==> config.mk <==
export PLATFORM = sky130hd
export DESIGN_NAME = rtcisu_top
export DESIGN_NICKNAME = d
export VERILOG_FILES = /design/src/rtcisu_pkg.sv /design/src/rtcisu_div_if.sv /design/src/rtcisu_divider.sv /design/src/rtcisu_sync.sv /design/src/rtcisu_top.sv
export SDC_FILE = /design/constraint.sdc
export NUM_CORES = 1
export LEC_CHECK = 0
export BUFFER_PORTS_ARGS = -buffer_cell sky130_fd_sc_hd__buf_2
export CAP_MARGIN = 25
export CORE_MARGIN = 2
export CORE_UTILIZATION = 35
export DETAILED_ROUTE_END_ITERATION = 16
export PLACE_DENSITY = 0.66
export SLEW_MARGIN = 0
export SYNTH_ARGS = -nofsm -noshare
export SYNTH_HDL_FRONTEND = slang
export SYNTH_HIERARCHICAL = 1
export SYNTH_SLANG_ARGS = --single-unit
==> constraint.sdc <==
create_clock -name i_clock -period 5.63 [get_ports i_clock]
set_clock_uncertainty 0.2 [all_clocks]
set_input_delay 1.126 -clock i_clock [delete_from_list [all_inputs] [get_ports i_clock]]
set_output_delay 1.126 -clock i_clock [all_outputs]
set_load 0.005 [all_outputs]
==> src/rtcisu_pkg.sv <==
package rtcisu_pkg;
  // ----------------------------------------------------------------
  // Bus and register map
  // ----------------------------------------------------------------
  localparam int ADDR_W = 8;
  localparam logic [7:0] OFF_CTRL_A = 8'h00;
  localparam logic [7:0] OFF_CTRL_B = 8'h04;
  localparam logic [7:0] OFF_FLAGS = 8'h08;
  localparam logic [7:0] OFF_EXT_FLAGS = 8'h0c;
  localparam logic [7:0] OFF_EXT_CTRL = 8'h10;
  localparam logic [7:0] OFF_ALARM = 8'h14;
  localparam logic [7:0] OFF_TIME = 8'h18;
  localparam logic [1:0] RESP_OKAY = 2'h0;
  localparam logic [1:0] RESP_SLVERR = 2'h2;
  // ----------------------------------------------------------------
  // Field positions
  // ----------------------------------------------------------------
  localparam int CA_UIP = 7;
  localparam int CA_DV_LO = 4;
  localparam int CA_RS_LO = 0;
  localparam int CB_SET = 7;
  localparam int CB_PIE = 6;
  localparam int CB_AIE = 5;
  localparam int CB_UIE = 4;
  localparam int CB_SQUARE_OUT_ENABLE = 3;
  localparam int FC_INTERRUPT_SUMMARY_FLAG = 7;
  localparam int FC_PF = 6;
  localparam int FC_AF = 5;
  localparam int FC_UF = 4;
  localparam int EF_WF = 2;
  localparam int EF_KF = 1;
  localparam int EF_RF = 0;
  localparam int EC_ABE = 4;
  localparam int EC_FAST_CLOCK_OUT_SELECT = 3;
  localparam int EC_WIE = 2;
  localparam int EC_KSE = 1;
  localparam int EC_RIE = 0;
  // ----------------------------------------------------------------
  // Reset values
  // ----------------------------------------------------------------
  localparam logic [2:0] DV_RST = 3'h2;
  localparam logic [3:0] RS_RST = 4'h0;
  localparam logic [7:0] CTRL_B_RST = 8'h00;
  localparam logic [7:0] EXT_CTRL_RST = 8'h00;
  localparam logic [23:0] ALARM_RST = 24'h000000;
  // ----------------------------------------------------------------
  // Timing, in oscillator ticks
  // ----------------------------------------------------------------
  localparam int DIV_W = 15;
  localparam int OSC_HZ = 32768;
  localparam int UIP_LEAD_US = 244;
  localparam int UIP_LEAD_TICKS = (UIP_LEAD_US * OSC_HZ + 999999) / 1000000;
  localparam logic [DIV_W-1:0] XFER_LAST = 15'h3fff;
  localparam logic [DIV_W-1:0] UIP_START = XFER_LAST - DIV_W'(UIP_LEAD_TICKS - 1);
  localparam logic [1:0] DONT_CARE = 2'h3;

  // Codes 1 and 2 reuse the 256 Hz and 128 Hz taps
  function automatic logic [3:0] tap_index(input logic [3:0] rs);
    tap_index = (rs < 4'h3) ? rs + 4'h5 : rs - 4'h2;
  endfunction : tap_index
endpackage : rtcisu_pkg

==> src/rtcisu_div_if.sv <==
`timescale 1ns/1ps
`default_nettype none
interface rtcisu_div_if;
  import rtcisu_pkg::*;
  logic tick;
  logic run;
  logic [DIV_W-1:0] count;
  modport chain(input tick, input run, output count);
  modport user(output tick, output run, input count);
endinterface : rtcisu_div_if
`default_nettype wire

==> src/rtcisu_divider.sv <==
`timescale 1ns/1ps
`default_nettype none
module rtcisu_divider
  import rtcisu_pkg::*;
(
  input wire logic i_clock,
  input wire logic i_sys_rst,
  rtcisu_div_if.chain dif
);
  // Chain held at zero while not running, so the first update
  // lands half a second after the chain is released
  always_ff @(posedge i_clock or posedge i_sys_rst) begin
    if (i_sys_rst) begin
      dif.count <= '0;
    end else if (!dif.run) begin
      dif.count <= '0;
    end else if (dif.tick) begin
      dif.count <= dif.count + 1'b1;
    end
  end
endmodule : rtcisu_divider
`default_nettype wire

==> src/rtcisu_sync.sv <==
`timescale 1ns/1ps
`default_nettype none
module rtcisu_sync #(
  parameter int W = 1
) (
  input wire logic i_clock,
  input wire logic i_sys_rst,
  input wire logic [W-1:0] i_async,
  output logic [W-1:0] o_sync
);
  logic [W-1:0] meta_r;

  always_ff @(posedge i_clock or posedge i_sys_rst) begin
    if (i_sys_rst) begin
      meta_r <= '0;
      o_sync <= '0;
    end else begin
      meta_r <= i_async;
      o_sync <= meta_r;
    end
  end
endmodule : rtcisu_sync
`default_nettype wire

==> src/rtcisu_top.sv <==
// The register addresses and the AXI4-Lite interface to the registers were decided locally.
`timescale 1ns/1ps
`default_nettype none
module rtcisu_top
  import rtcisu_pkg::*;
(
  input wire logic i_clock,
  input wire logic i_sys_rst,
  input wire logic [ADDR_W-1:0] i_awaddr,
  input wire logic i_awvalid,
  output logic o_awready,
  input wire logic [31:0] i_wdata,
  input wire logic [3:0] i_wstrb,
  input wire logic i_wvalid,
  output logic o_wready,
  output logic [1:0] o_bresp,
  output logic o_bvalid,
  input wire logic i_bready,
  input wire logic [ADDR_W-1:0] i_araddr,
  input wire logic i_arvalid,
  output logic o_arready,
  output logic [31:0] o_rdata,
  output logic [1:0] o_rresp,
  output logic o_rvalid,
  input wire logic i_rready,
  input wire logic i_osc_32k,
  input wire logic i_main_supply_ok,
  input wire logic i_aux_battery_supply,
  input wire logic i_wakeup_evt,
  input wire logic i_kickstart_evt,
  input wire logic i_ram_clear_evt,
  input wire logic [23:0] i_time_bytes,
  output logic o_irq_n,
  output logic o_square_out_pin,
  output logic o_osc_enable,
  output logic o_update_tick
);
  // ----------------------------------------------------------------
  // Pin synchronisers
  // ----------------------------------------------------------------
  logic [5:0] pins_s;
  logic osc_s;
  logic main_s;
  logic aux_s;
  logic [2:0] ext_s;

  rtcisu_sync #(.W(6)) u_sync (
    .i_clock(i_clock),
    .i_sys_rst(i_sys_rst),
    .i_async({i_osc_32k, i_main_supply_ok, i_aux_battery_supply,
              i_wakeup_evt, i_kickstart_evt, i_ram_clear_evt}),
    .o_sync(pins_s)
  );
  assign osc_s = pins_s[5];
  assign main_s = pins_s[4];
  assign aux_s = pins_s[3];
  assign ext_s = pins_s[2:0];

  // ----------------------------------------------------------------
  // Control state
  // ----------------------------------------------------------------
  logic [2:0] dv_r;
  logic [3:0] rate_select_r;
  logic set_r;
  logic periodic_int_enable_r;
  logic alarm_int_enable_r;
  logic update_done_int_enable_r;
  logic square_out_enable_r;
  logic wakeup_int_enable_r;
  logic kickstart_int_enable_r;
  logic ram_clear_int_enable_r;
  logic fast_clock_out_select_r;
  logic aux_battery_out_enable_r;
  logic [23:0] alarm_r;
  logic [23:0] user_copy_r;
  logic periodic_flag_r;
  logic alarm_flag_r;
  logic update_done_flag_r;
  logic [2:0] ext_flag_r;
  logic update_pending_flag_r;
  logic interrupt_summary_flag_r;

  logic divider_reset_ctl;
  logic oscillator_on_ctl;
  logic bank_select_ctl;
  assign divider_reset_ctl = dv_r[2];
  assign oscillator_on_ctl = dv_r[1];
  assign bank_select_ctl = dv_r[0];

  // ----------------------------------------------------------------
  // Divider chain
  // ----------------------------------------------------------------
  rtcisu_div_if dif ();
  logic osc_d_r;
  logic [DIV_W-1:0] cnt;

  always_ff @(posedge i_clock or posedge i_sys_rst) begin
    if (i_sys_rst) begin
      osc_d_r <= 1'b0;
    end else begin
      osc_d_r <= osc_s;
    end
  end

  // Oscillator stopped means no ticks; 11x runs it with chain cleared
  assign dif.tick = oscillator_on_ctl & osc_s & ~osc_d_r;
  assign dif.run = oscillator_on_ctl & ~divider_reset_ctl;
  assign cnt = dif.count;

  rtcisu_divider u_div (
    .i_clock(i_clock),
    .i_sys_rst(i_sys_rst),
    .dif(dif)
  );

  // ----------------------------------------------------------------
  // Update cycle and alarm
  // ----------------------------------------------------------------
  logic xfer;
  logic pend_win;
  logic alarm_hit;

  function automatic logic byte_match(input logic [7:0] a, input logic [7:0] t);
    byte_match = (a[7:6] == DONT_CARE) || (a == t);
  endfunction : byte_match

  assign xfer = dif.run & dif.tick & (cnt == XFER_LAST);
  assign pend_win = dif.run & (cnt >= UIP_START) & (cnt <= XFER_LAST);
  assign alarm_hit = byte_match(alarm_r[7:0], i_time_bytes[7:0])
                   & byte_match(alarm_r[15:8], i_time_bytes[15:8])
                   & byte_match(alarm_r[23:16], i_time_bytes[23:16]);

  always_ff @(posedge i_clock or posedge i_sys_rst) begin
    if (i_sys_rst) begin
      update_pending_flag_r <= 1'b0;
      o_update_tick <= 1'b0;
    end else begin
      update_pending_flag_r <= pend_win & ~set_r;
      o_update_tick <= xfer;
    end
  end

  // Internal copy keeps running; only the user view freezes
  always_ff @(posedge i_clock or posedge i_sys_rst) begin
    if (i_sys_rst) begin
      user_copy_r <= '0;
    end else if (xfer && !set_r) begin
      user_copy_r <= i_time_bytes;
    end
  end

  // ----------------------------------------------------------------
  // Periodic tap and square wave
  // ----------------------------------------------------------------
  logic tap;
  logic tap_d_r;
  logic pf_evt;
  logic sq_nxt;

  assign tap = (rate_select_r != 4'h0) & cnt[tap_index(rate_select_r)];

  always_ff @(posedge i_clock or posedge i_sys_rst) begin
    if (i_sys_rst) begin
      tap_d_r <= 1'b0;
    end else begin
      tap_d_r <= tap;
    end
  end

  // Fast select never enters here, so the periodic rate keeps the table
  assign pf_evt = tap & ~tap_d_r;

  always_comb begin
    if (!square_out_enable_r) begin
      sq_nxt = 1'b0;
    end else if (!main_s) begin
      sq_nxt = fast_clock_out_select_r & aux_battery_out_enable_r
             & aux_s & osc_s;
    end else if (fast_clock_out_select_r) begin
      sq_nxt = osc_s;
    end else begin
      sq_nxt = tap;
    end
  end

  always_ff @(posedge i_clock or posedge i_sys_rst) begin
    if (i_sys_rst) begin
      o_square_out_pin <= 1'b0;
      o_osc_enable <= 1'b0;
    end else begin
      o_square_out_pin <= sq_nxt;
      o_osc_enable <= oscillator_on_ctl;
    end
  end

  // ----------------------------------------------------------------
  // Bus slave
  // ----------------------------------------------------------------
  logic aw_hold_r;
  logic w_hold_r;
  logic [ADDR_W-1:0] awaddr_r;
  logic [31:0] wdata_r;
  logic [3:0] wstrb_r;
  logic aw_have;
  logic w_have;
  logic wr_go;
  logic ar_take;
  logic [ADDR_W-1:0] waddr;
  logic [31:0] wdat;
  logic [3:0] wstb;
  logic bvalid_nxt;
  logic rvalid_nxt;
  logic rd_flags;
  logic [31:0] rd_mux;

  // Extended registers only appear in bank 1
  function automatic logic mapped(input logic [ADDR_W-1:0] a, input logic bank);
    mapped = (a == OFF_CTRL_A) || (a == OFF_CTRL_B) || (a == OFF_FLAGS)
          || (a == OFF_ALARM) || (a == OFF_TIME)
          || (bank && ((a == OFF_EXT_FLAGS) || (a == OFF_EXT_CTRL)));
  endfunction : mapped

  assign aw_have = aw_hold_r | (i_awvalid & o_awready);
  assign w_have = w_hold_r | (i_wvalid & o_wready);
  assign wr_go = aw_have & w_have;
  assign waddr = aw_hold_r ? awaddr_r : i_awaddr;
  assign wdat = w_hold_r ? wdata_r : i_wdata;
  assign wstb = w_hold_r ? wstrb_r : i_wstrb;
  assign bvalid_nxt = wr_go | (o_bvalid & ~i_bready);
  assign ar_take = i_arvalid & o_arready;
  assign rvalid_nxt = ar_take | (o_rvalid & ~i_rready);
  assign rd_flags = ar_take & (i_araddr == OFF_FLAGS);

  always_comb begin
    rd_mux = '0;
    unique case (i_araddr)
      OFF_CTRL_A: rd_mux[7:0] = {update_pending_flag_r, dv_r, rate_select_r};
      OFF_CTRL_B: rd_mux[7:0] = {set_r, periodic_int_enable_r, alarm_int_enable_r,
                                 update_done_int_enable_r, square_out_enable_r, 3'h0};
      OFF_FLAGS: rd_mux[7:0] = {interrupt_summary_flag_r, periodic_flag_r,
                                alarm_flag_r, update_done_flag_r, 4'h0};
      OFF_EXT_FLAGS: rd_mux[2:0] = ext_flag_r;
      OFF_EXT_CTRL: rd_mux[4:0] = {aux_battery_out_enable_r, fast_clock_out_select_r,
                                   wakeup_int_enable_r, kickstart_int_enable_r,
                                   ram_clear_int_enable_r};
      OFF_ALARM: rd_mux[23:0] = alarm_r;
      OFF_TIME: rd_mux[23:0] = user_copy_r;
      default: rd_mux = '0;
    endcase
  end

  always_ff @(posedge i_clock or posedge i_sys_rst) begin
    if (i_sys_rst) begin
      aw_hold_r <= 1'b0;
      w_hold_r <= 1'b0;
      awaddr_r <= '0;
      wdata_r <= '0;
      wstrb_r <= '0;
      o_awready <= 1'b0;
      o_wready <= 1'b0;
      o_bvalid <= 1'b0;
      o_bresp <= RESP_OKAY;
    end else begin
      aw_hold_r <= aw_have & ~wr_go;
      w_hold_r <= w_have & ~wr_go;
      if (i_awvalid && o_awready) begin
        awaddr_r <= i_awaddr;
      end
      if (i_wvalid && o_wready) begin
        wdata_r <= i_wdata;
        wstrb_r <= i_wstrb;
      end
      o_awready <= ~(aw_have & ~wr_go) & ~bvalid_nxt;
      o_wready <= ~(w_have & ~wr_go) & ~bvalid_nxt;
      o_bvalid <= bvalid_nxt;
      if (wr_go) begin
        o_bresp <= mapped(waddr, bank_select_ctl) ? RESP_OKAY : RESP_SLVERR;
      end
    end
  end

  always_ff @(posedge i_clock or posedge i_sys_rst) begin
    if (i_sys_rst) begin
      o_arready <= 1'b0;
      o_rvalid <= 1'b0;
      o_rdata <= '0;
      o_rresp <= RESP_OKAY;
    end else begin
      o_arready <= ~rvalid_nxt;
      o_rvalid <= rvalid_nxt;
      if (ar_take) begin
        // Snapshot stays put in the data register for the whole beat
        if (mapped(i_araddr, bank_select_ctl)) begin
          o_rdata <= rd_mux;
          o_rresp <= RESP_OKAY;
        end else begin
          o_rdata <= '0;
          o_rresp <= RESP_SLVERR;
        end
      end
    end
  end

  // ----------------------------------------------------------------
  // Software-written registers
  // ----------------------------------------------------------------
  logic wr_ok;
  assign wr_ok = wr_go & wstb[0] & mapped(waddr, bank_select_ctl);

  always_ff @(posedge i_clock or posedge i_sys_rst) begin
    if (i_sys_rst) begin
      dv_r <= DV_RST;
      rate_select_r <= RS_RST;
    end else if (wr_ok && waddr == OFF_CTRL_A) begin
      dv_r <= wdat[CA_DV_LO +: 3];
      rate_select_r <= wdat[CA_RS_LO +: 4];
    end
  end

  always_ff @(posedge i_clock or posedge i_sys_rst) begin
    if (i_sys_rst) begin
      set_r <= CTRL_B_RST[CB_SET];
      periodic_int_enable_r <= CTRL_B_RST[CB_PIE];
      alarm_int_enable_r <= CTRL_B_RST[CB_AIE];
      update_done_int_enable_r <= CTRL_B_RST[CB_UIE];
      square_out_enable_r <= CTRL_B_RST[CB_SQUARE_OUT_ENABLE];
    end else if (wr_ok && waddr == OFF_CTRL_B) begin
      set_r <= wdat[CB_SET];
      periodic_int_enable_r <= wdat[CB_PIE];
      alarm_int_enable_r <= wdat[CB_AIE];
      // Raising set also drops the update-done enable
      update_done_int_enable_r <= wdat[CB_UIE] & ~(wdat[CB_SET] & ~set_r);
      square_out_enable_r <= wdat[CB_SQUARE_OUT_ENABLE];
    end
  end

  always_ff @(posedge i_clock or posedge i_sys_rst) begin
    if (i_sys_rst) begin
      aux_battery_out_enable_r <= EXT_CTRL_RST[EC_ABE];
      fast_clock_out_select_r <= EXT_CTRL_RST[EC_FAST_CLOCK_OUT_SELECT];
      wakeup_int_enable_r <= EXT_CTRL_RST[EC_WIE];
      kickstart_int_enable_r <= EXT_CTRL_RST[EC_KSE];
      ram_clear_int_enable_r <= EXT_CTRL_RST[EC_RIE];
    end else if (wr_ok && waddr == OFF_EXT_CTRL) begin
      aux_battery_out_enable_r <= wdat[EC_ABE];
      fast_clock_out_select_r <= wdat[EC_FAST_CLOCK_OUT_SELECT];
      wakeup_int_enable_r <= wdat[EC_WIE];
      kickstart_int_enable_r <= wdat[EC_KSE];
      ram_clear_int_enable_r <= wdat[EC_RIE];
    end
  end

  genvar g;
  generate
    for (g = 0; g < 3; g++) begin : g_alarm
      always_ff @(posedge i_clock or posedge i_sys_rst) begin
        if (i_sys_rst) begin
          alarm_r[8*g +: 8] <= ALARM_RST[8*g +: 8];
        end else if (wr_go && wstb[g] && waddr == OFF_ALARM) begin
          alarm_r[8*g +: 8] <= wdat[8*g +: 8];
        end
      end
    end
  endgenerate

  // ----------------------------------------------------------------
  // Flags and interrupt line
  // ----------------------------------------------------------------
  logic [2:0] ext_d_r;
  logic [2:0] ext_evt;
  logic [2:0] ext_keep;
  logic [5:0] act;

  always_ff @(posedge i_clock or posedge i_sys_rst) begin
    if (i_sys_rst) begin
      ext_d_r <= '0;
    end else begin
      ext_d_r <= ext_s;
    end
  end
  assign ext_evt = ext_s & ~ext_d_r;

  // Only bits seen set in the snapshot are cleared; a new event wins
  always_ff @(posedge i_clock or posedge i_sys_rst) begin
    if (i_sys_rst) begin
      periodic_flag_r <= 1'b0;
      alarm_flag_r <= 1'b0;
      update_done_flag_r <= 1'b0;
    end else begin
      periodic_flag_r <= (periodic_flag_r & ~rd_flags) | pf_evt;
      alarm_flag_r <= (alarm_flag_r & ~rd_flags) | (xfer & alarm_hit);
      update_done_flag_r <= (update_done_flag_r & ~rd_flags) | xfer;
    end
  end

  assign ext_keep = (wr_ok && waddr == OFF_EXT_FLAGS) ? wdat[2:0] : 3'h7;

  always_ff @(posedge i_clock or posedge i_sys_rst) begin
    if (i_sys_rst) begin
      ext_flag_r <= '0;
    end else begin
      ext_flag_r <= (ext_flag_r & ext_keep) | ext_evt;
    end
  end

  assign act = {periodic_flag_r & periodic_int_enable_r,
                alarm_flag_r & alarm_int_enable_r,
                update_done_flag_r & update_done_int_enable_r,
                ext_flag_r[EF_WF] & wakeup_int_enable_r,
                ext_flag_r[EF_KF] & kickstart_int_enable_r,
                ext_flag_r[EF_RF] & ram_clear_int_enable_r};

  // Combined from current flags, so a late enable fires on the next edge
  always_ff @(posedge i_clock or posedge i_sys_rst) begin
    if (i_sys_rst) begin
      o_irq_n <= 1'b1;
      interrupt_summary_flag_r <= 1'b0;
    end else begin
      o_irq_n <= ~|act;
      interrupt_summary_flag_r <= |act;
    end
  end
endmodule : rtcisu_top
`default_nettype wire
Word level (Yosys, flattened, before mapping)
Cells that the tools add are included.
Cells by class
  $add $sub $neg: 3
  order comparisons: 4
  equal/unequal tests: 20
  multiplexer cells: 19
  bitwise gates (word level): 64
  reduce and logical (&&, ||, !) cells: 36
Operators with widths (number)
  == test 8 x 5 -> 1 bit, second input constant: 6
  2-to-1 mux 24 bit: 2
  bitwise AND 1 bit: 40
  == test 8 x 4 -> 1 bit, second input constant: 4
  case mux 16 bit (2 select lines): 1
  2-to-1 mux 15 bit: 2
  case mux 3 bit (5 select lines): 2
  == test 8 bit: 3
  == test 8 x 3 -> 1 bit, second input constant: 2
  zero test 8 bit: 2
  adder 15 x 1 -> 15 bit, second input constant: 1
  == test 15 x 14 -> 1 bit, second input constant: 1
  greater-or-equal comparator 15 x 14 -> 1 bit, second input constant: 1
  less-or-equal comparator 15 x 14 -> 1 bit, second input constant: 1
  logical AND 1 bit: 15
  logical OR 1 bit: 15
  inverter 1 bit: 13
  case mux 2 bit (6 select lines): 1
  2-to-1 mux 8 bit: 1
  OR 1 bit: 7
  bitwise AND 3 bit: 2
  == test 2 bit, second input constant: 3
  2-to-1 mux 3 bit: 2
  OR reduction 6 bit: 1
  other kinds (13): 18
Word-level totals
  register bits: 187
  bits of input ports: 89
  output and inout bits: 45
  word-level logic and storage cells: 191

Logic depth before layout (Yosys ltp)
  word-level depth: 12
  depth in mapped cells: 8
  depth with buffers taken out: 7

Cells and area by module
Netlist, hierarchy kept.
By module, submodules not included
  rtcisu_top: instances 1, cells each 609, area an instance 7350.8 um^2, seq. area each 3756.1 um^2
  rtcisu_divider: instances 1, cells each 79, area an instance 753.2 um^2, seq. area each 375.4 um^2
  rtcisu_sync: instances 1, cells each 13, area an instance 304.0 um^2, seq. area each 300.3 um^2

Least setup slack after synthesis
No wires, ideal clock.
  path kind: input to register
  from: in i_awaddr[1]
  to: reg dv_r[0]
  setup time: 125 ps
  arrival time: 2728 ps
  data required time: 5305 ps
  path slack: 2577 ps
  cell stages on the path: 5
  path buffers: 0
  path through: or4_4 -> nor3_4 -> o211ai_4 -> nor3_4 -> mux2_2
On the way
  cells in the longest elaborated chain, start to end: 9
  elaborated cells on any way between the ends: 17
  classes of those cells: eq/ne: 6; mux: 1; bitwise: 1; reduce/logical: 9
RTL lines
  start: declaration: RTL line rtcisu_top.sv:9  | input wire logic [ADDR_W-1:0] i_awaddr,
  2-to-1 mux 8 bit (*): RTL line rtcisu_top.sv:226  | assign waddr = aw_hold_r ? awaddr_r : i_awaddr;
  == test 8 x 3 -> 1 bit / zero test 8 bit (equally long branches): RTL line rtcisu_top.sv:218, rtcisu_top.sv:314
  logical OR 1 bit (2 in series): RTL line rtcisu_top.sv:218  | mapped = (a == OFF_CTRL_A) || (a == OFF_CTRL_B) || (a == OFF_FLAGS)
  logical OR 1 bit (2 in series): RTL line rtcisu_top.sv:219  | || (a == OFF_ALARM) || (a == OFF_TIME)
  logical OR 1 bit: RTL line rtcisu_top.sv:220  | || (bank && ((a == OFF_EXT_FLAGS) || (a == OFF_EXT_CTRL)));
  bitwise AND 1 bit: RTL line rtcisu_top.sv:308  | assign wr_ok = wr_go & wstb[0] & mapped(waddr, bank_select_ctl);
  logical AND 1 bit (*): RTL line rtcisu_top.sv:314  | end else if (wr_ok && waddr == OFF_CTRL_A) begin
  end signal: assignment: RTL line rtcisu_top.sv:315  | dv_r <= wdat[CA_DV_LO +: 3];
  end: declaration: RTL line rtcisu_top.sv:62  | logic [2:0] dv_r;
Every way passes the cells marked *; elsewhere a longest branch is shown, timed or not.
A chain may end at the register's enable or synchronous reset.

Final worst setup path
  from: in i_araddr[0]
  to: reg alarm_flag_r
On the way
  cells in the longest elaborated chain, start to end: 5
RTL lines
  start: declaration: RTL line rtcisu_top.sv:19  | input wire logic [ADDR_W-1:0] i_araddr,
  == test 8 x 4 -> 1 bit: RTL line rtcisu_top.sv:232  | assign rd_flags = ar_take & (i_araddr == OFF_FLAGS);
  bitwise AND 1 bit: RTL line rtcisu_top.sv:232
  inverter 1 bit: RTL line rtcisu_top.sv:391  | alarm_flag_r <= (alarm_flag_r & ~rd_flags) | (xfer & alarm_hit);
  bitwise AND 1 bit: RTL line rtcisu_top.sv:391
  OR 1 bit: RTL line rtcisu_top.sv:391
  end signal: assignment: RTL line rtcisu_top.sv:391
  end: declaration: RTL line rtcisu_top.sv:77  | logic alarm_flag_r;
No other way between the ends.

==> metrics <==
outcome completed; Max Fanout on Critical Path 7; Final Setup Violations 0; hold_buf cts 0; synth warn 6; area taken by multi-input logic gates 3730 sq um; Tmin final 2.91 ns; Final ANT Viol Nets 0; CTS HTree Levels 4; Cell Pwr Density 349 nW/um^2; via count 5,854; hold_sp u_sync/meta_r[2]; TritonCTS Sinks 177; FFs w/ async S/R, synth 1.00; wire per inst 17.0 um; I/O pin count 134; distinct cell type count after synthesis 63; drt drc 0; Finished Layout Cells 1,147; Fin Hold WS 0.158 ns; first-pass GRT wire length 32,200 um; Seq cells post-synth 177; CP Capture Type flop; Critical Path AT 3.03 ns; Max VDD drop 0.000306 V; core footprint 23,500 sq um; FF+latch area 4430 sq um; HPWL Detailed 14,200 um; Post-synth top cells 175 x dfrtp_1, 93 x mux2_2, 61 x o21ai_0, 41 x nand2_1, 27 x xor2_1; Main synth FF type dfrtp_1; ranking of synthesized cells by area dfrtp_1 52%, mux2_2 12%, o21ai_0 3.6%, mux2i_1 2.9%, xor2_1 2.8%; Root Driver clkbuf_16; flop-to-flop setup slack 2.75 ns; worst min path class reg2reg; hold path depth 0; Num CTS Buffers 17; largest net degree at the start of global routing 62; Worst setup SP type input pin; Die Span X 159 um; relative slew slack 0.475; post-CTS setup buffers 0; average cell area after synthesis 12.0 sq um; # fillers 2,244; router iterations before antenna repair 4; CTS tree yes; GPL Wtd Cong 0.836; share of cells above drive strength 1 0.332; Flop pwr share 0.457; clock latency on the worst-skew pair 0.43 ns; Sw Share 0.287; initial antenna violation count 5; P_sw 0.993 mW; Yosys top cell area share 0.521; Worst Hold Endpoint u_sync/o_sync[2]; Final Routed Wirelength 19,500 um; Post-synth EDFFs 0; initial core utilization 0.357; Rows 56; largest area contributor in the netlist dfrtp_1; Iteration-0 DRC Markers 348; die area 25,300 sq um; Crit Path Class in2reg; logic gate share of total power 0.193; nets 906; Synth Cell Area 8410 sq um; Worst Tran Pin Value 0.785 ns; vias in the first global route 5,709; sequential share of the synthesized area 0.527; Pins Over Slew Limit 0; Post-Place Cells 1,112; Die Ht 159 um; reg2reg end o_square_out_pin; Hold Fails Final Rpt 0; Reg clk slew, reported paths 0.07 ns; Post-CTS Resized 0; total of max-cap violations 0; Reg-to-Reg Start rate_select_r[0]; Leakage 4.34 nW; synthesis-to-finish area growth 17.8%; Fmax 343 MHz; setup TNS 0 ns; ratio of final minimum period to clock period 0.517; clk buf depth 2; Core Util, Final 0.421; grt ovf 0; Data required, critical path 5.75 ns; most common cell in the netlist dfrtp_1; Clk pwr share 0.350; GR Util All Layers 0.160; number of port buffers 114; Syn Inst Count 701; internal power 2.47 mW; Via-to-Cell Ratio 5.10; r2r worst-path depth 6; RSZ-0062 raised after global routing false
-- layer usage --
metal | part of all wire | global-route usage
met2 | 0.42 | 0.222
met4 | 0.016 | 0.0500
met1 | 0.51 | 0.245
met5 | 0.00067 | 0
met3 | 0.054 | 0.0370
-- worst max-delay path by stage --
stage / startpoint / slack [ns] / end
final: i_araddr[0] / 2.72 / alarm_flag_r
after global routing: i_araddr[0] / 2.55 / o_rdata[7]
after CTS: i_awaddr[1] / 2.72 / alarm_r[19]
after detailed placement: i_awaddr[1] / 2.28 / alarm_r[19]
after global placement: i_awaddr[1] / 2.31 / alarm_r[1]
after floorplan: i_sys_rst / 0.27 / alarm_flag_r
-- critical path: stages --
cell and delay, ns:
buf_2 0.09, or4_1 0.72, nor4_1 0.63, nand2_1 0.24, a21o_1 0.22
-- cell type report --
| type | count | area share |
|---|---|---|
| Sequential cell | 177 | 0.447 |
| Multi-Input combinational cell | 475 | 0.377 |
| Timing Repair Buffer | 122 | 0.0657 |
| Clock buffer | 18 | 0.0443 |
| Tap cell | 319 | 0.0403 |
| Clock inverter | 14 | 0.0169 |
| Inverter | 19 | 0.00770 |
| Antenna cell | 3 | 0.000758 |
-- kinds of logic (layout without fill, tap and decap cells) --
| family | Yosys count | after routing | synth area share |
|---|---|---|---|
| DFF | 177 | 177 | 0.527 |
| and+or+nand+nor | 152 | 152 | 0.104 |
| AOI/OAI and AO/OA | 145 | 145 | 0.114 |
| muxes | 129 | 129 | 0.178 |
| buffers and inverters | 58 | 173 | 0.0336 |
| xor gates and xnor gates | 34 | 34 | 0.0354 |
| adders and majority gates | 5 | 5 | 0.00744 |
| other | 1 | 13 | 0.000446 |
-- layout by cell type, fill, tap and decap left out, types with 8 or more instances in the layout --
master / n
nor4_1: 14
mux2i_1: 24
a22o_1: 9
nand4_1: 8
nand3_1: 12
a21oi_1: 12
o21ai_0: 61
clkbuf_16: 17
conb_1: 10
nor2_1: 19
nand2_1: 41
mux2_2: 93
mux2_4: 8
nor3_1: 10
buf_2: 114
a22oi_1: 26
inv_1: 18
dfrtp_1: 175
xor2_1: 27
-- state kept, by name (all words and copies together), names as in the netlist, 4 cells and up --
signal / count
rate_select_r: 4
user_copy_r: 24
u_sync/o_sync: 6
alarm_r: 24
awaddr_r: 8
o_rdata: 24
u_div/dif.count: 15
u_sync/meta_r: 6
wdata_r: 24
-- power groups by stage --
stage	Sequential, mW	Combinational (mW)	Clock [mW]
6_report	1.58	0.667	1.21
5_1_grt	1.61	0.733	1.29
4_1_cts	1.58	0.671	1.24
3_5_place_dp	1.60	0.668	0
3_3_place_gp	1.59	0.647	0
2_1_floorplan	1.56	0.508	0
-- through the flow --
step	power, mW	instance area (sq um)	setup slack (ns)
after floorplan	2.07	8440	0.271
after global placement	2.24	9260	2.31
after detailed placement	2.27	9290	2.28
after CTS	3.49	9900	2.72
after global routing	3.63	9910	2.55
final	3.46	9910	2.72
(Power assumes the default switching activity.)
